===== config.mk =====
export PLATFORM = sky130hd
export DESIGN_NAME = bmrw_top
export DESIGN_NICKNAME = d
export VERILOG_FILES = /design/src/logic/bmrw_pkg.sv /design/src/logic/bmrw_timer.sv /design/src/logic/bmrw_top.sv
export SDC_FILE = /design/constraint.sdc
export NUM_CORES = 1
export LEC_CHECK = 0
export BUFFER_PORTS_ARGS = -buffer_cell sky130_fd_sc_hd__buf_2
export CAP_MARGIN = 20
export CORE_MARGIN = 4
export CORE_UTILIZATION = 52
export CTS_BUF_LIST = sky130_fd_sc_hd__clkbuf_8
export DETAILED_ROUTE_END_ITERATION = 6
export PLACE_DENSITY_LB_ADDON = 0.05
export SYNTH_ARGS = -nofsm -noshare
export SYNTH_HDL_FRONTEND = slang
export SYNTH_SLANG_ARGS = --single-unit

===== constraint.sdc =====
create_clock -name i_clk -period 1.7 [get_ports i_clk]
set_clock_uncertainty 0.05 [all_clocks]
set_input_delay 0.17 -clock i_clk [delete_from_list [all_inputs] [get_ports i_clk]]
set_output_delay 0.17 -clock i_clk [all_outputs]
set_load 0.02 [all_outputs]

===== src/logic/bmrw_pkg.sv =====
`default_nettype none
package bmrw_pkg;

  // Data path width of the peripheral bus and of the port
  localparam int unsigned BMRW_BYTE_W = 8;
  localparam int unsigned BMRW_BIT_IDX_W = 3;

  // Operations issued by the CPU core
  typedef enum logic [2:0] {
    BMRW_OP_BYTE_READ = 3'b000,
    BMRW_OP_BYTE_WRITE = 3'b001,
    BMRW_OP_BIT_SET = 3'b010,
    BMRW_OP_BIT_CLEAR = 3'b011,
    BMRW_OP_BIT_INVERT = 3'b100,
    BMRW_OP_BIT_STORE = 3'b101,
    BMRW_OP_BIT_INV_STORE = 3'b110
  } bmrw_op_e;

  // Target selects on the peripheral byte bus
  typedef enum logic [1:0] {
    BMRW_SEL_PORT_DATA = 2'b00,
    BMRW_SEL_PORT_DIR = 2'b01,
    BMRW_SEL_TIMER = 2'b10,
    BMRW_SEL_NONE = 2'b11
  } bmrw_sel_e;

  // Sequencer states
  typedef enum logic [1:0] {
    BMRW_ST_IDLE = 2'b00,
    BMRW_ST_READ = 2'b01,
    BMRW_ST_MODIFY = 2'b10,
    BMRW_ST_WRITE = 2'b11
  } bmrw_state_e;

  // Reset values and the unmapped read value
  localparam logic [7:0] BMRW_LATCH_RST = 8'h00;
  localparam logic [7:0] BMRW_DIR_RST = 8'h00;
  localparam logic [7:0] BMRW_RELOAD_RST = 8'h00;
  localparam logic [7:0] BMRW_COUNT_RST = 8'h00;
  localparam logic [7:0] BMRW_UNMAPPED_READ = 8'h00;

  // Apply one bit operation to a byte; byte moves pass through untouched
  function automatic logic [7:0] bmrw_modify(input logic [7:0] byte_in, input bmrw_op_e op,
                                             input logic [2:0] idx, input logic carry);
    logic [7:0] res;
    res = byte_in;
    unique case (op)
      BMRW_OP_BIT_SET: res[idx] = 1'b1;
      BMRW_OP_BIT_CLEAR: res[idx] = 1'b0;
      BMRW_OP_BIT_INVERT: res[idx] = ~byte_in[idx];
      BMRW_OP_BIT_STORE: res[idx] = carry;
      BMRW_OP_BIT_INV_STORE: res[idx] = ~carry;
      default: res = byte_in;
    endcase
    return res;
  endfunction

endpackage
`default_nettype wire


===== src/logic/bmrw_timer.sv =====
`timescale 1ns/1ps
`default_nettype none
module bmrw_timer
  import bmrw_pkg::*;
#(
  parameter int unsigned WIDTH = 8
) (
  input wire logic i_clk,
  input wire logic i_reset,
  input wire logic i_run,
  input wire logic i_reload_we,
  input wire logic [WIDTH-1:0] i_reload_data,
  output logic [WIDTH-1:0] o_count,
  output logic [WIDTH-1:0] o_reload
);

  generate
    if (WIDTH != BMRW_BYTE_W) begin : g_bad_width
      $error("bmrw_timer supports only byte width");
    end
  endgenerate

  logic [WIDTH-1:0] count_q;
  logic [WIDTH-1:0] reload_q;

  // Reload register; only the shared-address write reaches it
  always_ff @(posedge i_clk) begin
    if (i_reset) begin
      reload_q <= BMRW_RELOAD_RST;
    end else if (i_reload_we) begin
      reload_q <= i_reload_data;
    end
  end

  // Up counter, reloads after reaching all ones; a bus write never touches it
  always_ff @(posedge i_clk) begin
    if (i_reset) begin
      count_q <= BMRW_COUNT_RST;
    end else if (i_run) begin
      if (&count_q) begin
        count_q <= reload_q;
      end else begin
        count_q <= count_q + 1'b1;
      end
    end
  end

  assign o_count = count_q;
  assign o_reload = reload_q;

endmodule
`default_nettype wire


===== src/logic/bmrw_top.sv =====
`timescale 1ns/1ps
`default_nettype none
module bmrw_top
  import bmrw_pkg::*;
#(
  parameter int unsigned PORT_W = 8
) (
  input wire logic i_clk,
  input wire logic i_reset,
  input wire logic i_op_valid,
  input wire logic [2:0] i_op_code,
  input wire logic [1:0] i_op_sel,
  input wire logic [2:0] i_op_bit,
  input wire logic i_op_carry,
  input wire logic [7:0] i_op_wdata,
  input wire logic [PORT_W-1:0] i_port_pin,
  input wire logic i_timer_run,
  output logic o_busy,
  output logic o_done,
  output logic [7:0] o_rdata,
  output logic [PORT_W-1:0] o_port_out,
  output logic [PORT_W-1:0] o_port_oe,
  output logic [7:0] o_timer_count,
  output logic [7:0] o_timer_reload
);

  generate
    if (PORT_W != BMRW_BYTE_W) begin : g_bad_port
      $error("bmrw_top supports only a byte-wide port");
    end
  endgenerate

  bmrw_state_e state_q;
  bmrw_state_e state_d;
  bmrw_op_e op_q;
  bmrw_sel_e sel_q;
  logic [2:0] bit_q;
  logic carry_q;
  logic [7:0] work_q;
  logic busy_q;
  logic done_q;
  logic [7:0] rdata_q;
  logic [PORT_W-1:0] latch_q;
  logic [PORT_W-1:0] dir_q;
  logic [7:0] read_byte;
  logic write_en;
  logic [7:0] count_w;
  logic [7:0] reload_w;
  logic reload_we;

  // Byte seen on a read of the selected target
  always_comb begin
    read_byte = BMRW_UNMAPPED_READ;
    unique case (sel_q)
      BMRW_SEL_PORT_DATA: read_byte = (dir_q & latch_q) | (~dir_q & i_port_pin);
      BMRW_SEL_PORT_DIR: read_byte = dir_q;
      BMRW_SEL_TIMER: read_byte = count_w;
      BMRW_SEL_NONE: read_byte = BMRW_UNMAPPED_READ;
    endcase
  end

  // Write strobe toward the targets in the last phase
  assign write_en = (state_q == BMRW_ST_WRITE);
  // Shared address write lands in reload only
  assign reload_we = write_en && (sel_q == BMRW_SEL_TIMER);

  // Next state of the read-modify-write sequencer
  always_comb begin
    state_d = state_q;
    unique case (state_q)
      BMRW_ST_IDLE: begin
        if (i_op_valid) begin
          if (bmrw_op_e'(i_op_code) == BMRW_OP_BYTE_WRITE) begin
            state_d = BMRW_ST_WRITE;
          end else begin
            state_d = BMRW_ST_READ;
          end
        end
      end
      // Read phase then modify, except a plain byte read
      BMRW_ST_READ: begin
        if (op_q == BMRW_OP_BYTE_READ) begin
          state_d = BMRW_ST_IDLE;
        end else begin
          state_d = BMRW_ST_MODIFY;
        end
      end
      BMRW_ST_MODIFY: state_d = BMRW_ST_WRITE;
      BMRW_ST_WRITE: state_d = BMRW_ST_IDLE;
    endcase
  end

  // Sequencer state register
  always_ff @(posedge i_clk) begin
    if (i_reset) begin
      state_q <= BMRW_ST_IDLE;
    end else begin
      state_q <= state_d;
    end
  end

  // Request capture when idle
  always_ff @(posedge i_clk) begin
    if (i_reset) begin
      op_q <= BMRW_OP_BYTE_READ;
      sel_q <= BMRW_SEL_NONE;
      bit_q <= 3'h0;
      carry_q <= 1'b0;
    end else if (state_q == BMRW_ST_IDLE && i_op_valid) begin
      op_q <= bmrw_op_e'(i_op_code);
      sel_q <= bmrw_sel_e'(i_op_sel);
      bit_q <= i_op_bit;
      carry_q <= i_op_carry;
    end
  end

  // Working copy of the byte
  always_ff @(posedge i_clk) begin
    if (i_reset) begin
      work_q <= 8'h00;
    end else begin
      unique case (state_q)
        BMRW_ST_IDLE: begin
          if (i_op_valid) begin
            work_q <= i_op_wdata;
          end
        end
        // Whole byte read into the copy
        BMRW_ST_READ: work_q <= read_byte;
        BMRW_ST_MODIFY: work_q <= bmrw_modify(work_q, op_q, bit_q, carry_q);
        BMRW_ST_WRITE: work_q <= work_q;
      endcase
    end
  end

  // Port output latch
  always_ff @(posedge i_clk) begin
    if (i_reset) begin
      latch_q <= BMRW_LATCH_RST;
    end else if (write_en && sel_q == BMRW_SEL_PORT_DATA) begin
      // Every latch bit written, inputs included
      latch_q <= work_q;
    end
  end

  // Port direction register
  always_ff @(posedge i_clk) begin
    if (i_reset) begin
      dir_q <= BMRW_DIR_RST;
    end else if (write_en && sel_q == BMRW_SEL_PORT_DIR) begin
      dir_q <= work_q;
    end
  end

  // Pin drive outputs
  always_ff @(posedge i_clk) begin
    if (i_reset) begin
      o_port_out <= BMRW_LATCH_RST;
      o_port_oe <= BMRW_DIR_RST;
    end else begin
      o_port_out <= (write_en && sel_q == BMRW_SEL_PORT_DATA) ? work_q : latch_q;
      o_port_oe <= (write_en && sel_q == BMRW_SEL_PORT_DIR) ? work_q : dir_q;
    end
  end

  // Handshake toward the CPU core
  always_ff @(posedge i_clk) begin
    if (i_reset) begin
      busy_q <= 1'b0;
      done_q <= 1'b0;
      rdata_q <= 8'h00;
    end else begin
      busy_q <= (state_d != BMRW_ST_IDLE);
      done_q <= 1'b0;
      if (state_q == BMRW_ST_READ && op_q == BMRW_OP_BYTE_READ) begin
        done_q <= 1'b1;
        rdata_q <= read_byte;
      end else if (write_en) begin
        done_q <= 1'b1;
        rdata_q <= work_q;
      end
    end
  end

  // Reloadable timer sharing one address
  // Modified counter byte on a bit op, or the byte of a byte write, written into reload
  bmrw_timer #(
    .WIDTH(BMRW_BYTE_W)
  ) u_timer (
    .i_clk(i_clk),
    .i_reset(i_reset),
    .i_run(i_timer_run),
    .i_reload_we(reload_we),
    .i_reload_data(work_q),
    .o_count(count_w),
    .o_reload(reload_w)
  );

  // Timer view registered for the outputs
  always_ff @(posedge i_clk) begin
    if (i_reset) begin
      o_timer_count <= BMRW_COUNT_RST;
      o_timer_reload <= BMRW_RELOAD_RST;
    end else begin
      o_timer_count <= count_w;
      o_timer_reload <= reload_w;
    end
  end

  assign o_busy = busy_q;
  assign o_done = done_q;
  assign o_rdata = rdata_q;

endmodule
`default_nettype wire


==> reports/qor.yml <==
sta:
  setup_ws_ns: -0.0766
  max_freq_mhz: 563
  post-route-period-util_pct: 105
  setup_tns_ns: -0.269
  setup_viol: 6
  finalHoldViolations: 0
  tightest_slew_ns: 0.383
  finalCriticalPeriod_ns: 1.78
  maxSlewHeadroom_pct: 74.3
  slew_viol_final: 0
  rsz0062_at_grt: "true"
pwr:
  power_density_nw_per_um2: 1360
  leakage_nw: 2.11
  power_mw: 6.79
  ir_drop_v: 0.000801
place:
  routabilityCongestion: 0.928
  dpl.hpwl_mm: 7.82
  numPortBuffers: 70
  dpl_cell_area_um2: 4560
  dp.cells: 628
die:
  fp.dieArea_um2: 8570
  io_pins: 71
  start_util_pct: 54.2
  die_h_um: 92.6
  rows: 30
  dieWidth_um: 92.6
  core_um2: 6870
worst_setup_path:
  worstPathRequired_ns: 1.90
  cp_slowest_stage_delay_ns: 0.40
  crit_path_top_delay_cell: "dfxtp_4"
  crit_chain: "inv_4 -> ha_4 -> nor2b_4 -> nor4_4 -> buf_4 -> buf_4 -> a21oi_1 -> a31oi_1 -> o31ai_2"
  arrival_ns: 1.98
  crit_type: "reg2reg"
  critical_path.max_fanout: 4
  startpoint_type: "register"
  crit_family: "simple AND/OR/NAND/NOR gates"
  end_kind: "register"
  crit_top_cell: "buf_4"
  timing.critical_path.buf_inv: 3
cells_and_area:
  design_area_um2: 5000
  fin_nets: 588
  multiInputGateArea_um2: 2140
  layout.area.seq_um2: 1550
  final_cells: 654
  fillers: 553
  drive_above_1_share_pct: 35.7
  insertedDiodeCount: 0
  area_growth_pct: 34.3
outcome:
  status: "finished, violations left"
  violations: "setup timing"
synthesis:
  synth_area_leaders: "dfxtp_1 41%, mux2i_1 7.8%, nand2_1 4.9%, nor2_1 4.3%, a21oi_1 3.8%"
  ys_ff_latch: 77
  ys_warn_count: 0
  yosysMostFrequentCell: "dfxtp_1"
  synth_ff_type: "dfxtp_1"
  avgSynthCellArea_um2: 8.63
  seq_area_frac_synth_pct: 41.4
  synth-edff-count: 0
  synth_top_area_share_pct: 41.4
  synth_top_area_cell: "dfxtp_1"
  synth_common_cells: "77 x dfxtp_1, 49 x nand2_1, 43 x nor2_1"
  netlist_area_um2: 3720
  synthDistinctLibCells: 60
  synthesis.nets: 466
  syn_inst: 431
  synth-async-reset-ratio_pct: 0
detailed_routing:
  first_pass_iters: 4
  wirelength_mm: 10.6
  antenna_left: 0
  via_count: 3611
  drc: 0
  routed_via_density: 5.52
  detail_route.wl_per_cell_um: 16.2
  drt_iter0_drc: 202
grt:
  grtUsageTotal_pct: 25.4
  grt_max_degree: 54
  grt_pass1_wl_mm: 17.1
  first_global_vias: 3464
  antenna_found_initial: 0
  grt_overflow: 0
job:
  drv_cap: 0
cts:
  cts_buffer_depth: 2
  clkSlewWorstSetupHoldPaths_ns: 0.09
  numCtsBuffers: 9
  root_buffer: "clkbuf_8"
  htreeDepth: 3
  cts_tree: "built"
  clock_latency_ns: 0.36
  cts_sinks: 77
min_path:
  hold_class: "in2reg"
[worst reg2reg max path: cells and delay by family, from the launching register on]
kind | cells | cell delay (ns)
compound gates | 3 | 0.30
flops | 1 | 0.40
simple gates | 2 | 0.43
fa+ha+maj | 1 | 0.15
buf+inv | 3 | 0.34
[timing repair]
| item | CTS | global route |
|---|---|---|
| buffers inserted | 2 | 1 |
| gates cloned | 0 | 1 |
| hold endpoints to repair | 6 | 0 |
| setup endpoints to repair | 12 | 35 |
| hold buffers | 6 | 0 |
| gates resized for setup | 22 | 25 |
| pin swaps | 10 | 6 |
[area by class of cell]
| class | count | share of cell area, % |
|---|---|---|
| tap | 96 | 2.40 |
| timing repair buffer | 143 | 19.1 |
| clock inverter | 7 | 1.28 |
| clock buffer | 9 | 2.48 |
| inverter | 11 | 0.927 |
| sequential | 77 | 31.1 |
| multi-input combinational | 311 | 42.7 |
[cell families (layout without fill, tap and decap cells)]
| logic type | Yosys count | after routing | synth area share [%] |
|---|---|---|---|
| adder cells (fa/ha/maj) | 6 | 6 | 2.02 |
| AND/OR/NAND/NOR | 163 | 163 | 23.0 |
| buffers and inverters | 43 | 170 | 4.74 |
| XOR/XNOR | 1 | 1 | 0.235 |
| multiplexers | 30 | 30 | 8.10 |
| AO/OA/AOI/OAI | 111 | 111 | 20.5 |
| flip-flops | 77 | 77 | 41.4 |
[report_power, final]
| part | internal (mW) | switching [mW] |
|---|---|---|
| clock network | 0.563 | 0.768 |
| registers | 2.06 | 0.208 |
| logic | 1.48 | 1.71 |
| total | 4.10 | 2.68 |
[registers in the layout (all words and copies together) (netlist names)]
name,cells
bit_q,3
carry_q,1
o_busy,1
o_done,1
o_port_oe,8
o_port_out,8
o_rdata,8
o_timer_count,8
o_timer_reload,8
op_q,3
sel_q,2
state_q,2
u_timer.o_count,8
u_timer.o_reload,8
work_q,8
[final timing paths]
| kind | slack [ns] | to | cells past startpoint | start |
|---|---|---|---|---|
| worst max-delay path | -0.08 | work_q[4] | 9 | state_q[1] |
| worst min-delay path | 0.01 | op_q[0] | 3 | i_op_code[0] |
| worst max register to register | -0.08 | work_q[4] | 9 | state_q[1] |
| worst min register to register | 0.42 | u_timer.o_reload[6] | 2 | u_timer.o_reload[6] |
[per-stage QoR]
| stage | util, % | hold WS (ns) | setup WS, ns |
|---|---|---|---|
| 2_1_floorplan | - | 0.244 | -0.106 |
| 3_3_place_gp | 66.4 | 0.364 | -0.134 |
| 3_5_place_dp | 66.4 | 0.366 | -0.228 |
| 4_1_cts | 71.3 | 0.00954 | -0.0528 |
| 5_1_grt | 72.7 | 0.000331 | -0.144 |
| 6_report | 72.7 | 0.0137 | -0.0766 |
[placed cells by master (no fill, tap or decap), types with 3 or more instances in the layout]
| cell type | netlist | layout |
|---|---|---|
| mux2i_1 | 29 | 29 |
| a22o_1 | 4 | 4 |
| nand2b_1 | 8 | 8 |
| nand3_1 | 11 | 11 |
| clkbuf_8 | 0 | 9 |
| dlygate4sd3_1 | 0 | 6 |
| buf_6 | 0 | 7 |
| nand2_1 | 49 | 48 |
| buf_4 | 1 | 59 |
| o22ai_1 | 5 | 5 |
| o221ai_1 | 4 | 4 |
| a22oi_1 | 3 | 3 |
| dfxtp_2 | 0 | 7 |
| o21ai_0 | 13 | 11 |
| ha_2 | 0 | 3 |
| nor2b_1 | 19 | 17 |
| a31oi_1 | 5 | 5 |
| o211ai_1 | 7 | 7 |
| o21a_1 | 5 | 5 |
| inv_1 | 11 | 9 |
| o31a_1 | 3 | 3 |
| nand3b_1 | 7 | 7 |
| dfxtp_1 | 77 | 69 |
| nor2_1 | 43 | 42 |
| a311oi_1 | 4 | 3 |
| buf_2 | 9 | 70 |
| o21ai_1 | 2 | 4 |
| a211oi_1 | 10 | 7 |
| a211oi_2 | 0 | 3 |
| a21oi_1 | 28 | 28 |
[metal layers]
layer  wire [um]  GRT usage (%)
met1        4620           32.3
met2        5030           41.8
met3         701           6.34
met4         216           8.91
met5           0              0
Power figures use the tool's default switching activity.
